[config.mk]
export PLATFORM = sky130hd
export DESIGN_NAME = serial_rtc_register_access
export DESIGN_NICKNAME = d
export VERILOG_FILES = /design/src/pin_sync.v /design/src/bcd_calendar.v /design/src/serial_rtc_register_access.v
export VERILOG_INCLUDE_DIRS = /design/src
export SDC_FILE = /design/constraint.sdc
export NUM_CORES = 1
export LEC_CHECK = 0
export BUFFER_PORTS_ARGS = -buffer_cell sky130_fd_sc_hd__buf_2
export CAP_MARGIN = 20
export CORE_MARGIN = 2
export CORE_UTILIZATION = 35
export CTS_CLUSTER_DIAMETER = 80
export DETAILED_ROUTE_END_ITERATION = 8
export PLACE_DENSITY = 0.51
export SYNTH_ARGS = -nofsm -noshare
export SYNTH_HDL_FRONTEND = slang
export SYNTH_SLANG_ARGS = --single-unit
[constraint.sdc]
create_clock -name clock -period 10.4 [get_ports clock]
set_input_delay 1.56 -clock clock [delete_from_list [all_inputs] [get_ports clock]]
set_output_delay 1.56 -clock clock [all_outputs]
set_load 0.02 [all_outputs]
[src/rtc_regs.vh]
// constants for the serial timekeeping register set: offsets, field positions,
// reset values and timing counts; assumes a 20 MHz core clock
`ifndef RTC_REGS_VH
`define RTC_REGS_VH

// clock period and time bases
`define RTC_CLK_PERIOD_NS 50
`define RTC_TICK_NS 10000000
`define RTC_BATT_HOURS 24

// serial frame sizes
`define RTC_PATTERN_BITS 64
`define RTC_XFER_BITS 64

// comparison pattern, sent first bit first (plain default value)
`define RTC_MATCH_PATTERN 64'hC5A3_3A5C_C5A3_3A5C

// register indexes inside the 64-bit frame
`define RTC_REG_SUBSEC 0
`define RTC_REG_SECONDS 1
`define RTC_REG_MINUTES 2
`define RTC_REG_HOURS 3
`define RTC_REG_WEEKDAY 4
`define RTC_REG_DATE 5
`define RTC_REG_MONTH 6
`define RTC_REG_YEAR 7

// field positions
`define RTC_HOUR_MODE_BIT 7
`define RTC_HOUR_PM_BIT 5
`define RTC_OSC_HALT_BIT 5

// bits kept on load; zero bits read back as zero (register 7 in top byte)
`define RTC_KEEP_MASK 64'hFF1F3F37BF7F7FFF

// reset values of the eight registers (register 7 in top byte)
`define RTC_RESET_VALUE 64'h0001011100000000
`endif

[src/pin_sync.v]
// three-stage synchroniser for a group of pin inputs
// assumes the inputs are asynchronous to clock; a change is taken when stages two and three agree
`default_nettype none
module pin_sync #(
    parameter W = 1,
    parameter [W-1:0] INIT = {W{1'b0}}
) (
    input wire clock, // core clock
    input wire rst, // asynchronous reset, active high
    input wire [W-1:0] pin, // raw pin levels
    output reg [W-1:0] level // filtered synchronised levels
);
    reg [W-1:0] stage1;
    reg [W-1:0] stage2;
    reg [W-1:0] stage3;
    genvar i;

    // per-bit chain; stage1 feeds stage2 only
    generate
        for (i = 0; i < W; i = i + 1)
        begin : g_bit
            always @(posedge clock or posedge rst)
            begin
                if (rst)
                begin
                    stage1[i] <= INIT[i];
                    stage2[i] <= INIT[i];
                    stage3[i] <= INIT[i];
                    level[i] <= INIT[i];
                end
                else
                begin
                    stage1[i] <= pin[i];
                    stage2[i] <= stage1[i];
                    stage3[i] <= stage2[i];
                    if (stage2[i] == stage3[i])
                        level[i] <= stage3[i];
                end
            end
        end
    endgenerate
endmodule
`default_nettype wire

[src/bcd_calendar.v]
// eight bcd time registers with hundredth-second advance and parallel load
// assumes tick is a one-cycle pulse every hundredth second and load data is already masked
`default_nettype none
`include "rtc_regs.vh"
module bcd_calendar (
    input wire clock, // core clock
    input wire rst, // asynchronous reset, active high
    input wire tick, // hundredth-second pulse
    input wire load, // load all eight registers
    input wire [63:0] load_data, // new register values, register 0 lowest
    output wire [63:0] regs // current register values, register 0 lowest
);
    reg [7:0] r0;
    reg [7:0] r1;
    reg [7:0] r2;
    reg [7:0] r3;
    reg [7:0] r4;
    reg [7:0] r5;
    reg [7:0] r6;
    reg [7:0] r7;
    reg [7:0] next_hour;
    reg [7:0] hour_step;
    reg day_carry;
    wire [63:0] init = `RTC_RESET_VALUE;
    wire run;
    wire c1;
    wire c2;
    wire c3;
    wire c5;
    wire c6;
    wire c7;

    // bcd increment of a two-digit value
    function [7:0] bcd_inc;
        input [7:0] v;
        begin
            if (v[3:0] == 4'h9)
                bcd_inc = {v[7:4] + 4'h1, 4'h0};
            else
                bcd_inc = {v[7:4], v[3:0] + 4'h1};
        end
    endfunction

    // last date of a month in bcd, leap years by year mod 4
    function [7:0] month_last;
        input [7:0] m;
        input [7:0] y;
        begin
            case (m)
                8'h02: month_last = ((!y[4] && (y[3:0] == 4'h0 || y[3:0] == 4'h4 || y[3:0] == 4'h8)) ||
                                     (y[4] && (y[3:0] == 4'h2 || y[3:0] == 4'h6))) ? 8'h29 : 8'h28;
                8'h04, 8'h06, 8'h09, 8'h11: month_last = 8'h30;
                default: month_last = 8'h31;
            endcase
        end
    endfunction

    assign regs = {r7, r6, r5, r4, r3, r2, r1, r0};

    // carry chain; oscillator bit zero lets the counters run
    assign run = tick && !r4[`RTC_OSC_HALT_BIT];
    assign c1 = run && (r0 == 8'h99);
    assign c2 = c1 && (r1 == 8'h59);
    assign c3 = c2 && (r2 == 8'h59);
    assign c5 = day_carry && (r5 == month_last(r6, r7));
    assign c6 = c5 && (r6 == 8'h12);
    assign c7 = c6 && (r7 == 8'h99);

    // hour step in 12-hour or 24-hour format
    always @*
    begin
        next_hour = r3;
        day_carry = 1'b0;
        hour_step = bcd_inc({3'h0, r3[4:0]});
        if (r3[`RTC_HOUR_MODE_BIT])
        begin
            // 12-hour: bit 5 marks afternoon
            if (r3[4:0] == 5'h12)
                next_hour = {r3[7:5], 5'h01};
            else if (r3[4:0] == 5'h11)
            begin
                next_hour = {r3[7], 1'b0, ~r3[5], 5'h12};
                day_carry = c3 && r3[5];
            end
            else
                next_hour = {r3[7:5], hour_step[4:0]} & 8'hBF;
        end
        else
        begin
            // 24-hour: bit 5 is the upper tens bit
            if (r3[5:0] == 6'h23)
            begin
                next_hour = 8'h00;
                day_carry = c3;
            end
            else
                next_hour = bcd_inc({2'h0, r3[5:0]});
        end
    end

    // register update; bcd rollover at each limit
    always @(posedge clock or posedge rst)
    begin
        if (rst)
        begin
            r0 <= 8'h00;
            r1 <= 8'h00;
            r2 <= 8'h00;
            r3 <= 8'h00;
            r4 <= 8'h11;
            r5 <= 8'h01;
            r6 <= 8'h01;
            r7 <= 8'h00;
        end
        else if (load)
        begin
            r0 <= load_data[7:0];
            r1 <= load_data[15:8];
            r2 <= load_data[23:16];
            r3 <= load_data[31:24];
            r4 <= load_data[39:32];
            r5 <= load_data[47:40];
            r6 <= load_data[55:48];
            r7 <= load_data[63:56];
        end
        else
        begin
            if (run)
                r0 <= c1 ? 8'h00 : bcd_inc(r0);
            if (c1)
                r1 <= c2 ? 8'h00 : bcd_inc(r1);
            if (c2)
                r2 <= c3 ? 8'h00 : bcd_inc(r2);
            if (c3)
                r3 <= next_hour;
            if (day_carry)
                r4 <= {r4[7:3], (r4[2:0] == 3'h7) ? 3'h1 : r4[2:0] + 3'h1};
            if (day_carry)
                r5 <= c5 ? 8'h01 : bcd_inc(r5);
            if (c5)
                r6 <= c6 ? 8'h01 : bcd_inc(r6);
            if (c6)
                r7 <= c7 ? 8'h00 : bcd_inc(r7);
        end
    end

    // reset constant kept for reference only; the reset branch loads literal values
    wire unused_init = ^init;
endmodule
`default_nettype wire

[src/serial_rtc_register_access.v]
// serial timekeeping access on the sram strobes, pattern unlock and battery monitor
// assumes strobes and the data line are asynchronous pins; battery compare and supply
// good come from analogue cells as levels
//
// How it works
// - 64 matching writes unlock; mismatch freezes pointer
// - any read restarts recognition at first bit
// - next 64 cycles move time bits serially
// - memory stays selected until recognition completes
// - eight bytes shift one bit per cycle
// - all register contents are bcd coded
// - transfer walks bit 0 reg 0 upward
// - hours bit 7 selects 12-hour mode
// - hours bit 5 is pm or tens
// - day bit 5 zero runs oscillator
// - unused bits read zero, writes ignored
// - eight registers hold hundredths through year
// - date tens bits 5:4, units 3:0
// - battery check at power-up and daily
// - weak flag holds until a passing check
// - checks only while main supply nominal
`default_nettype none
`include "rtc_regs.vh"
module serial_rtc_register_access #(
    parameter [31:0] TICK_CYCLES = `RTC_TICK_NS / `RTC_CLK_PERIOD_NS,
    parameter [63:0] BATT_CYCLES = `RTC_BATT_HOURS * 64'd3600 * 64'd1000000000 / `RTC_CLK_PERIOD_NS,
    parameter [63:0] MATCH_PATTERN = `RTC_MATCH_PATTERN
) (
    input wire clock, // core clock, 20 MHz
    input wire rst, // power-up reset, asynchronous, active high
    input wire chip_enable_n, // chip enable pin, active low
    input wire output_enable_n, // output enable pin, active low
    input wire write_enable_n, // write enable pin, active low
    input wire serial_data_line_in, // data line 0 level from the pin
    output reg serial_data_line_out, // data line 0 drive value
    output wire serial_data_line_oe, // data line 0 driven while high
    output wire memory_select, // high while accesses go to the sram array
    input wire battery_ok, // battery comparator, high when above threshold
    input wire supply_nominal, // main supply in tolerance
    output wire battery_weak_flag_out, // open-drain value, always low
    output wire battery_weak_flag_oe, // pulls the pin low while the battery is weak
    output wire clock_unlocked // high during the 64-cycle transfer
);
    wire ce_n_s;
    wire oe_n_s;
    wire we_n_s;
    wire data_s;
    wire batt_ok_s;
    wire supply_s;
    wire rd_act;
    wire wr_act;
    wire [63:0] cal_regs;
    reg rd_prev;
    reg wr_prev;
    reg wr_bit;
    reg unlocked;
    reg frozen;
    reg [5:0] pointer;
    reg [5:0] count;
    reg wrote;
    reg [63:0] snapshot;
    reg [63:0] rx;
    reg cal_load;
    reg [31:0] tick_count;
    reg tick;
    reg [63:0] batt_count;
    reg batt_due;
    reg battery_weak_flag;

    // pin synchronisers: strobes idle high, data and analogue levels
    pin_sync #(.W(3), .INIT(3'h7)) strobe_sync (
        .clock(clock),
        .rst(rst),
        .pin({chip_enable_n, output_enable_n, write_enable_n}),
        .level({ce_n_s, oe_n_s, we_n_s})
    );
    pin_sync #(.W(3), .INIT(3'h0)) level_sync (
        .clock(clock),
        .rst(rst),
        .pin({serial_data_line_in, battery_ok, supply_nominal}),
        .level({data_s, batt_ok_s, supply_s})
    );

    // bus cycle decode: write wins when both enables are low
    assign rd_act = !ce_n_s && !oe_n_s && we_n_s;
    assign wr_act = !ce_n_s && !we_n_s;

    // memory is disabled only during the clock transfer
    assign memory_select = !unlocked;
    assign clock_unlocked = unlocked;
    assign serial_data_line_oe = unlocked && rd_act;
    assign battery_weak_flag_out = 1'b0;
    assign battery_weak_flag_oe = battery_weak_flag;

    // strobe history and data latched while the write strobe is low
    always @(posedge clock or posedge rst)
    begin
        if (rst)
        begin
            rd_prev <= 1'b0;
            wr_prev <= 1'b0;
            wr_bit <= 1'b0;
        end
        else
        begin
            rd_prev <= rd_act;
            wr_prev <= wr_act;
            if (wr_act)
                wr_bit <= data_s;
        end
    end

    // recognition pointer and serial transfer sequencer
    always @(posedge clock or posedge rst)
    begin
        if (rst)
        begin
            unlocked <= 1'b0;
            frozen <= 1'b0;
            pointer <= 6'h00;
            count <= 6'h00;
            wrote <= 1'b0;
            snapshot <= 64'h0000000000000000;
            rx <= 64'h0000000000000000;
            cal_load <= 1'b0;
        end
        else
        begin
            cal_load <= 1'b0;
            if (!unlocked)
            begin
                if (rd_act && !rd_prev)
                begin
                    // a read aborts and restarts recognition
                    pointer <= 6'h00;
                    frozen <= 1'b0;
                end
                else if (wr_prev && !wr_act && !frozen)
                begin
                    if (wr_bit == MATCH_PATTERN[pointer])
                    begin
                        pointer <= pointer + 6'h01;
                        if (pointer == 6'h3F)
                        begin
                            // pattern complete: capture a stable copy
                            unlocked <= 1'b1;
                            count <= 6'h00;
                            wrote <= 1'b0;
                            snapshot <= cal_regs;
                            rx <= cal_regs;
                        end
                    end
                    else
                        frozen <= 1'b1;
                end
            end
            else if ((rd_prev && !rd_act) || (wr_prev && !wr_act))
            begin
                // one bit per cycle, bit 0 of register 0 first
                if (wr_prev)
                begin
                    rx[count] <= wr_bit;
                    wrote <= 1'b1;
                end
                count <= count + 6'h01;
                if (count == 6'h3F)
                begin
                    // full frame done: load only if the host wrote
                    unlocked <= 1'b0;
                    pointer <= 6'h00;
                    frozen <= 1'b0;
                    cal_load <= wrote || wr_prev;
                end
            end
        end
    end

    // transmit bit from the snapshot, registered
    always @(posedge clock or posedge rst)
    begin
        if (rst)
            serial_data_line_out <= 1'b0;
        else
            serial_data_line_out <= snapshot[count];
    end

    // time registers; zero bits dropped on load
    bcd_calendar calendar (
        .clock(clock),
        .rst(rst),
        .tick(tick),
        .load(cal_load),
        .load_data(rx & `RTC_KEEP_MASK),
        .regs(cal_regs)
    );

    // hundredth-second tick
    always @(posedge clock or posedge rst)
    begin
        if (rst)
        begin
            tick_count <= 32'h00000000;
            tick <= 1'b0;
        end
        else
        begin
            tick <= (tick_count == TICK_CYCLES - 32'h00000001);
            if (tick_count == TICK_CYCLES - 32'h00000001)
                tick_count <= 32'h00000000;
            else
                tick_count <= tick_count + 32'h00000001;
        end
    end

    // battery monitor: check pending from reset, then every interval
    always @(posedge clock or posedge rst)
    begin
        if (rst)
        begin
            batt_count <= 64'h0000000000000000;
            batt_due <= 1'b1;
            battery_weak_flag <= 1'b0;
        end
        else
        begin
            if (batt_count == BATT_CYCLES - 64'h0000000000000001)
                batt_count <= 64'h0000000000000000;
            else
                batt_count <= batt_count + 64'h0000000000000001;
            if (batt_due && supply_s)
            begin
                batt_due <= 1'b0;
                battery_weak_flag <= !batt_ok_s;
            end
            else if (batt_count == BATT_CYCLES - 64'h0000000000000001)
                batt_due <= 1'b1;
        end
    end
endmodule
`default_nettype wire

Word level (Yosys, flattened, before mapping)
Memory sizes are Yosys's and may differ from the RTL's. Index checks and enable logic that the tools add are counted.

Flip-flop bits (word level): 335. Latch bits: 0. Memory bits (writable): 0. ROM bits: 64. Input port bits: 8. Output and inout port bits: 6. Word-level logic and storage cells: 297. Memories: 1.

Memory list: (name not given) (depth 64, bits a word 1, rd ports 1, clocked after memory_dff 0, wr ports 0, RTL line serial_rtc_register_access.v:140) `if (wr_bit == MATCH_PATTERN[pointer])`.

Add/subtract/negate cells: 20. Multipliers: 0. Divide/modulo/power cells: 0. Order comparisons: 3. Eq/ne operators: 45. Shifts and indexed selects: 0. Muxes and demuxes: 93. Bitwise logic cells: 3. Reduce and logical (&&, ||, !) cells: 73.

Operator list (number): 2-to-1 mux 64 bit (8); 2-to-1 mux 8 bit (31); 2-to-1 mux 6 bit (13); adder 64 x 1 -> 64 bit (second input constant) (1); bitwise mux 64 bit (1); == test 64 x 41 -> 1 bit (second input constant) (1); adder 4 x 1 -> 4 bit (second input constant) (13); 2-to-1 mux 1 bit (33); adder 32 x 1 -> 32 bit (second input constant) (1); == test 32 x 18 -> 1 bit (second input constant) (1); == test 4 bit (second input constant) (8); 2-to-1 mux 32 bit (1); nonzero test 3 bit (8); nonzero test 2 bit (11); logical AND 1 bit (20); == test 6 bit (second input constant) (3); == test 8 x 3 -> 1 bit (second input constant) (2); == test 8 x 5 -> 1 bit (second input constant) (2); == test 8 x 7 -> 1 bit (second input constant) (2); == test 8 bit (second input constant) (2); case mux 8 bit (2 select lines) (1); < comparator 6 x 7 -> 1 bit (second input constant) (2); AND reduction 2 bit (7); adder 6 x 1 -> 6 bit (second input constant) (2); other kinds (30) (63).

Logic depth before layout (Yosys ltp)
Depth after elaboration: 15. Depth in mapped cells: 11. Depth with buffers taken out: 10.

Hierarchy
Synthesis repeated with hierarchy kept, for this count alone.

Cells, all modules: 1759. Area, all modules: 16651.0 um^2.

Modules (own cells, without submodules): serial_rtc_register_access (times used 1, cells an instance 1240, area an instance 11678.7 um^2, sequential area each 5906.9 um^2); bcd_calendar (times used 1, cells an instance 487, area an instance 4281.6 um^2, sequential area each 1606.5 um^2); pin_sync (strobe_sync) (times used 1, cells an instance 16, area an instance 352.8 um^2, sequential area each 315.3 um^2); pin_sync (level_sync) (times used 1, cells an instance 16, area an instance 337.8 um^2, sequential area each 300.3 um^2).

Worst setup path before layout
OpenSTA, ideal clock, no wires.

Path kind: reg-to-output. From: register unlocked, in the netlist clock_unlocked. To: output serial_data_line_oe. Arrival: 1.503 ns. Required time: 8.840 ns. Setup slack: 7.337 ns. Cell stages (with the launch flop): 4. Path buffers: 1. Path through: dfrtp_1 -> inv_1 -> clkbuf_1 -> nor3_1.

Longest elaborated chain between the ends: 1.

Ends and longest elaborated chain: start: declaration (RTL line serial_rtc_register_access.v:56) `reg unlocked;`; start signal: assignment (RTL line serial_rtc_register_access.v:118) `unlocked <= 1'b0;`; start signal: assignment (RTL line serial_rtc_register_access.v:146) `unlocked <= 1'b1;`; start signal: assignment (RTL line serial_rtc_register_access.v:169) `unlocked <= 1'b0;`; logical AND 1 bit (RTL line serial_rtc_register_access.v:91) `assign serial_data_line_oe = unlocked && rd_act;`; end: declaration (RTL line serial_rtc_register_access.v:36) `output wire serial_data_line_oe,`.

Every way passes these cells.

Worst setup path in the final report
Ends and elaborated chain as after synthesis.

==> flow_metrics.py <==
metrics = {
    "clock_tree": {
        "clock_sinks": 318,
        "cts_hold_buffers": 0,
        "cts-resized-gates": 0,
        "cts-root-buf": "sky130_fd_sc_hd__clkbuf_16",
        "cts_htree_levels": 2,
        "cts.repair_timing.setup_buffer_count": 0,
        "clk_pin_slew_ns": 0.06,
        "cts-buffers-inserted": 37,
        "cts_tree": "yes",
        "clock_insertion_delay_worst_skew_ns": 0.55,
        "ctsLongestPathBuffers": 3,
    },
    "sta": {
        "finClkSkew_ns": 0.0258,
        "final.min_clock_period_ns": 4.19,
        "tns_ns": 0,
        "grt_setup_unrepaired": "false",
        "hold_violations": 0,
        "finalMaxSlewViolations": 0,
        "finalWorstSetupSlack_ns": 6.21,
        "worst_slew_pin_slew_ns": 1.02,
        "final-setup-viol-count": 0,
        "period_share": 0.403,
        "fmaxAchievable_mhz": 239,
        "slew_headroom": 0.314,
    },
    "die": {
        "placement_rows": 78,
        "start_util": 0.353,
        "die_h_um": 217,
        "io_pins": 14,
        "floorplan.die.width_um": 217,
        "fp.dieArea_um2": 47300,
        "fp.coreArea_um2": 45200,
    },
    "setup_path": {
        "worst-endpoint-required_ns": 8.84,
        "r2r-start": "wr_bit$_DFFE_PP0P_",
        "timing_worst_setup_path_type": "reg -> out",
        "crit_path_start_kind": "flop",
        "arrival_ns": 2.63,
        "worstRegToRegCells": 8,
        "crit_path_start": "clock_unlocked$_DFF_PP0_",
        "path_max_fanout": 71,
        "worst_setup_path_end_kind": "output port",
    },
    "finish": {
        "layout-drive-gt1-share": 0.0925,
        "final_core_utilization": 0.395,
        "antenna-diode-count": 0,
        "areaGrowthSynthToFinish_pct": 11.9,
        "design.final.nets": 1726,
    },
    "routing": {
        "drc_errors": 0,
        "drt.antenna.violating_nets": 0,
        "detail_route.vias_per_cell": 5.41,
        "dr.first_iter.drc_count": 1180,
        "routed_wire_length_per_instance_um": 18.2,
        "detail_route.wirelength_um": 42200,
        "drt_pass1_iterations": 5,
        "via_count": 12500,
    },
    "synthesis": {
        "synth.top_cells.by_area": "sky130_fd_sc_hd__dfrtp_1 (47%), sky130_fd_sc_hd__nand2_1 (6.5%), sky130_fd_sc_hd__o21ai_0 (3.8%)",
        "postSynth.topFlopCell": "sky130_fd_sc_hd__dfrtp_1",
        "synth_seq_cells": 318,
        "synth_sequential_area_ratio": 0.500,
        "yosys_warnings": 0,
        "synth-edff-count": 0,
        "post-synth-top-area-cell": "sky130_fd_sc_hd__dfrtp_1",
        "synth_async_sr_flop_share": 1.00,
        "synth_fp_nets": 1753,
        "ys_types": 81,
        "avgSynthCellArea_um2": 9.29,
        "synthesis.instances": 1717,
        "syn-cell-area_um2": 15900,
        "synth.top_cell.area_share": 0.472,
    },
    "grt": {
        "grt_pass1_wl_um": 68900,
        "grt_start_max_net_pins": 154,
        "global_route_usage_sum": 0.182,
        "total_congestion_overflow_after_global_routing": 0,
        "initial_antenna_violation_count": 0,
        "first_global_vias": 12400,
    },
    "hold_path": {
        "hp-start": "level_sync.stage1[2]$_DFF_PP0_",
        "holdCritPathClass": "reg -> reg",
        "hold_depth": 0,
    },
    "placement": {
        "routabilityCongestion": 0.793,
        "place_ws_ns": 6.82,
        "port_buffers": 12,
        "hpwl_after_dpl_um": 26400,
    },
    "power_and_ir_drop": {
        "ir_drop_mv": 0.168,
        "p_leak_nw": 7.81,
        "p_per_area_nw_per_um2": 152,
    },
    "run": {
        "max_cap_viols": 0,
    },
    "outcome": {
        "run_status": "complete, no violations",
    },
}
critical path, stage by stage, from the launching register on:
cell	delay, ns
sky130_fd_sc_hd__dfrtp_2	0.34
sky130_fd_sc_hd__buf_4	0.53
sky130_fd_sc_hd__inv_1	0.60
sky130_fd_sc_hd__nor3_1	0.35
sky130_fd_sc_hd__buf_2	0.21
flip-flops by register name (all words and copies together) (netlist names), 3 cells and up:
name / count
batt_count: 64
snapshot: 61
rx: 53
tick_count: 32
calendar.r0: 8
calendar.r1: 8
calendar.r2: 8
calendar.r3: 8
calendar.r5: 8
calendar.r6: 8
calendar.r7: 8
count: 6
pointer: 6
calendar.r4: 5
level_sync.level: 3
level_sync.stage1: 3
level_sync.stage2: 3
level_sync.stage3: 3
strobe_sync.level: 3
strobe_sync.stage1: 3
strobe_sync.stage2: 3
strobe_sync.stage3: 3
worst paths after layout:
path | to | slack, ns
min in group asynchronous | tick_count[3]$_DFF_PP0_ | 1.12
worst max-delay path | serial_data_line_oe | 6.21
worst max register to register | rx[59]$_DFFE_PP0P_ | 7.04
worst min-delay path | level_sync.stage2[2]$_DFF_PP0_ | 0.35
worst min register to register | level_sync.stage2[2]$_DFF_PP0_ | 0.35
max in group asynchronous | snapshot[45]$_DFFE_PP0P_ | 7.86
area by class of cell:
type,instances,area (um2)
Clock inverter,18,236
Fill cell,4521,27300
Timing Repair Buffer,33,225
Clock buffer,49,1040
Sequential cell,318,7980
Inverter,29,116
Tap cell,600,751
Multi-Input combinational cell,1271,7490
kinds of logic (layout without fill, tap and decap cells):
| logic type | count (synthesis) | count (layout) | share of synthesized area |
|---|---|---|---|
| flip-flops | 318 | 318 | 0.500 |
| other | 1 | 1 | 0.000235 |
| AND/OR/NAND/NOR | 760 | 760 | 0.231 |
| adder cells (fa/ha/maj) | 34 | 34 | 0.0257 |
| XOR/XNOR | 103 | 103 | 0.0566 |
| multiplexers | 40 | 40 | 0.0295 |
| buffers and inverters | 128 | 129 | 0.0311 |
| AO/OA/AOI/OAI | 333 | 333 | 0.126 |
Yosys cell counts, drive strengths merged (4+ instances only):
library cell	instances
mux4	4
nor4b	5
a211oi	10
xnor2	62
and4	6
or4	10
o21ai	129
o32ai	12
nor3b	6
a31oi	13
clkbuf	83
nand2b	11
xor2	41
and3	31
mux2i	20
dfstp	17
dfrtp	301
mux2	16
nand3b	4
or3	11
a221oi	9
nor3	61
nor2b	18
a311oi	7
a21oi	93
a22oi	7
nand4	27
or2	6
nand2	279
o22ai	10
buf	16
o211ai	6
o31ai	9
inv	28
and2	11
nor4	36
nor2	154
ha	28
nand3	75
maj3	6
metal layers:
metal / global-route usage / wire length (um) / part of all wire / vias to the layer above
li1: - / - / - / 6004
met1: 0.249 / 19600 / 0.46 / 6161
met2: 0.293 / 19400 / 0.46 / 299
met3: 0.0300 / 2240 / 0.053 / 65
met4: 0.0573 / 1060 / 0.025 / 0
met5: 0 / 0 / 0 / -
metrics by stage:
stage,area [um2],total power [W],hold slack (ns),std cells
after global placement,16600,0.00136,0.335,2249
after detailed placement,16600,0.00136,0.336,2250
after CTS,17800,0.00274,0.350,2317
after global routing,17800,0.00280,0.352,2318
final,17800,0.00270,0.348,2318
after floorplan,15900,0.00134,0.331,1717
cells in the final DEF (no fill, tap or decap), types with 6 or more instances in the layout:
cell type                   count
sky130_fd_sc_hd__a21oi_1       91
sky130_fd_sc_hd__nor2_1       152
sky130_fd_sc_hd__buf_4         18
sky130_fd_sc_hd__mux2_2        15
sky130_fd_sc_hd__nor3b_1        6
sky130_fd_sc_hd__buf_2         13
sky130_fd_sc_hd__xnor2_1       62
sky130_fd_sc_hd__o211ai_1       6
sky130_fd_sc_hd__ha_1          28
sky130_fd_sc_hd__or3_1         11
sky130_fd_sc_hd__dfrtp_1      299
sky130_fd_sc_hd__inv_1         27
sky130_fd_sc_hd__a311oi_1       7
sky130_fd_sc_hd__o21ai_0      120
sky130_fd_sc_hd__nor2b_1       18
sky130_fd_sc_hd__nand2b_1      10
sky130_fd_sc_hd__or2_2          6
sky130_fd_sc_hd__nand2_1      277
sky130_fd_sc_hd__nand4_1       26
sky130_fd_sc_hd__o32ai_1       12
sky130_fd_sc_hd__or4_1          8
sky130_fd_sc_hd__maj3_1         6
sky130_fd_sc_hd__a31oi_1       13
sky130_fd_sc_hd__o21ai_1        8
sky130_fd_sc_hd__a211oi_1      10
sky130_fd_sc_hd__nor4_1        34
sky130_fd_sc_hd__and2_1        11
sky130_fd_sc_hd__and3_1        31
sky130_fd_sc_hd__nand3_1       73
sky130_fd_sc_hd__dfstp_2       17
sky130_fd_sc_hd__nor3_1        60
sky130_fd_sc_hd__mux2i_1       20
sky130_fd_sc_hd__clkbuf_8       7
sky130_fd_sc_hd__a221oi_1       9
sky130_fd_sc_hd__clkbuf_16     37
sky130_fd_sc_hd__a22oi_1        7
sky130_fd_sc_hd__o31ai_1        9
sky130_fd_sc_hd__o22ai_1       10
sky130_fd_sc_hd__xor2_1        41
power breakdown:
part / internal [W] / leakage (nW) / switching, W / total, W
clock network: 0.000813 / 0.618 / 0.000555 / 0.00137
registers: 0.00125 / 4.32 / 0.0000161 / 0.00127
logic: 0.0000214 / 2.88 / 0.0000444 / 0.0000657
Power figures use the tool's default switching activity.
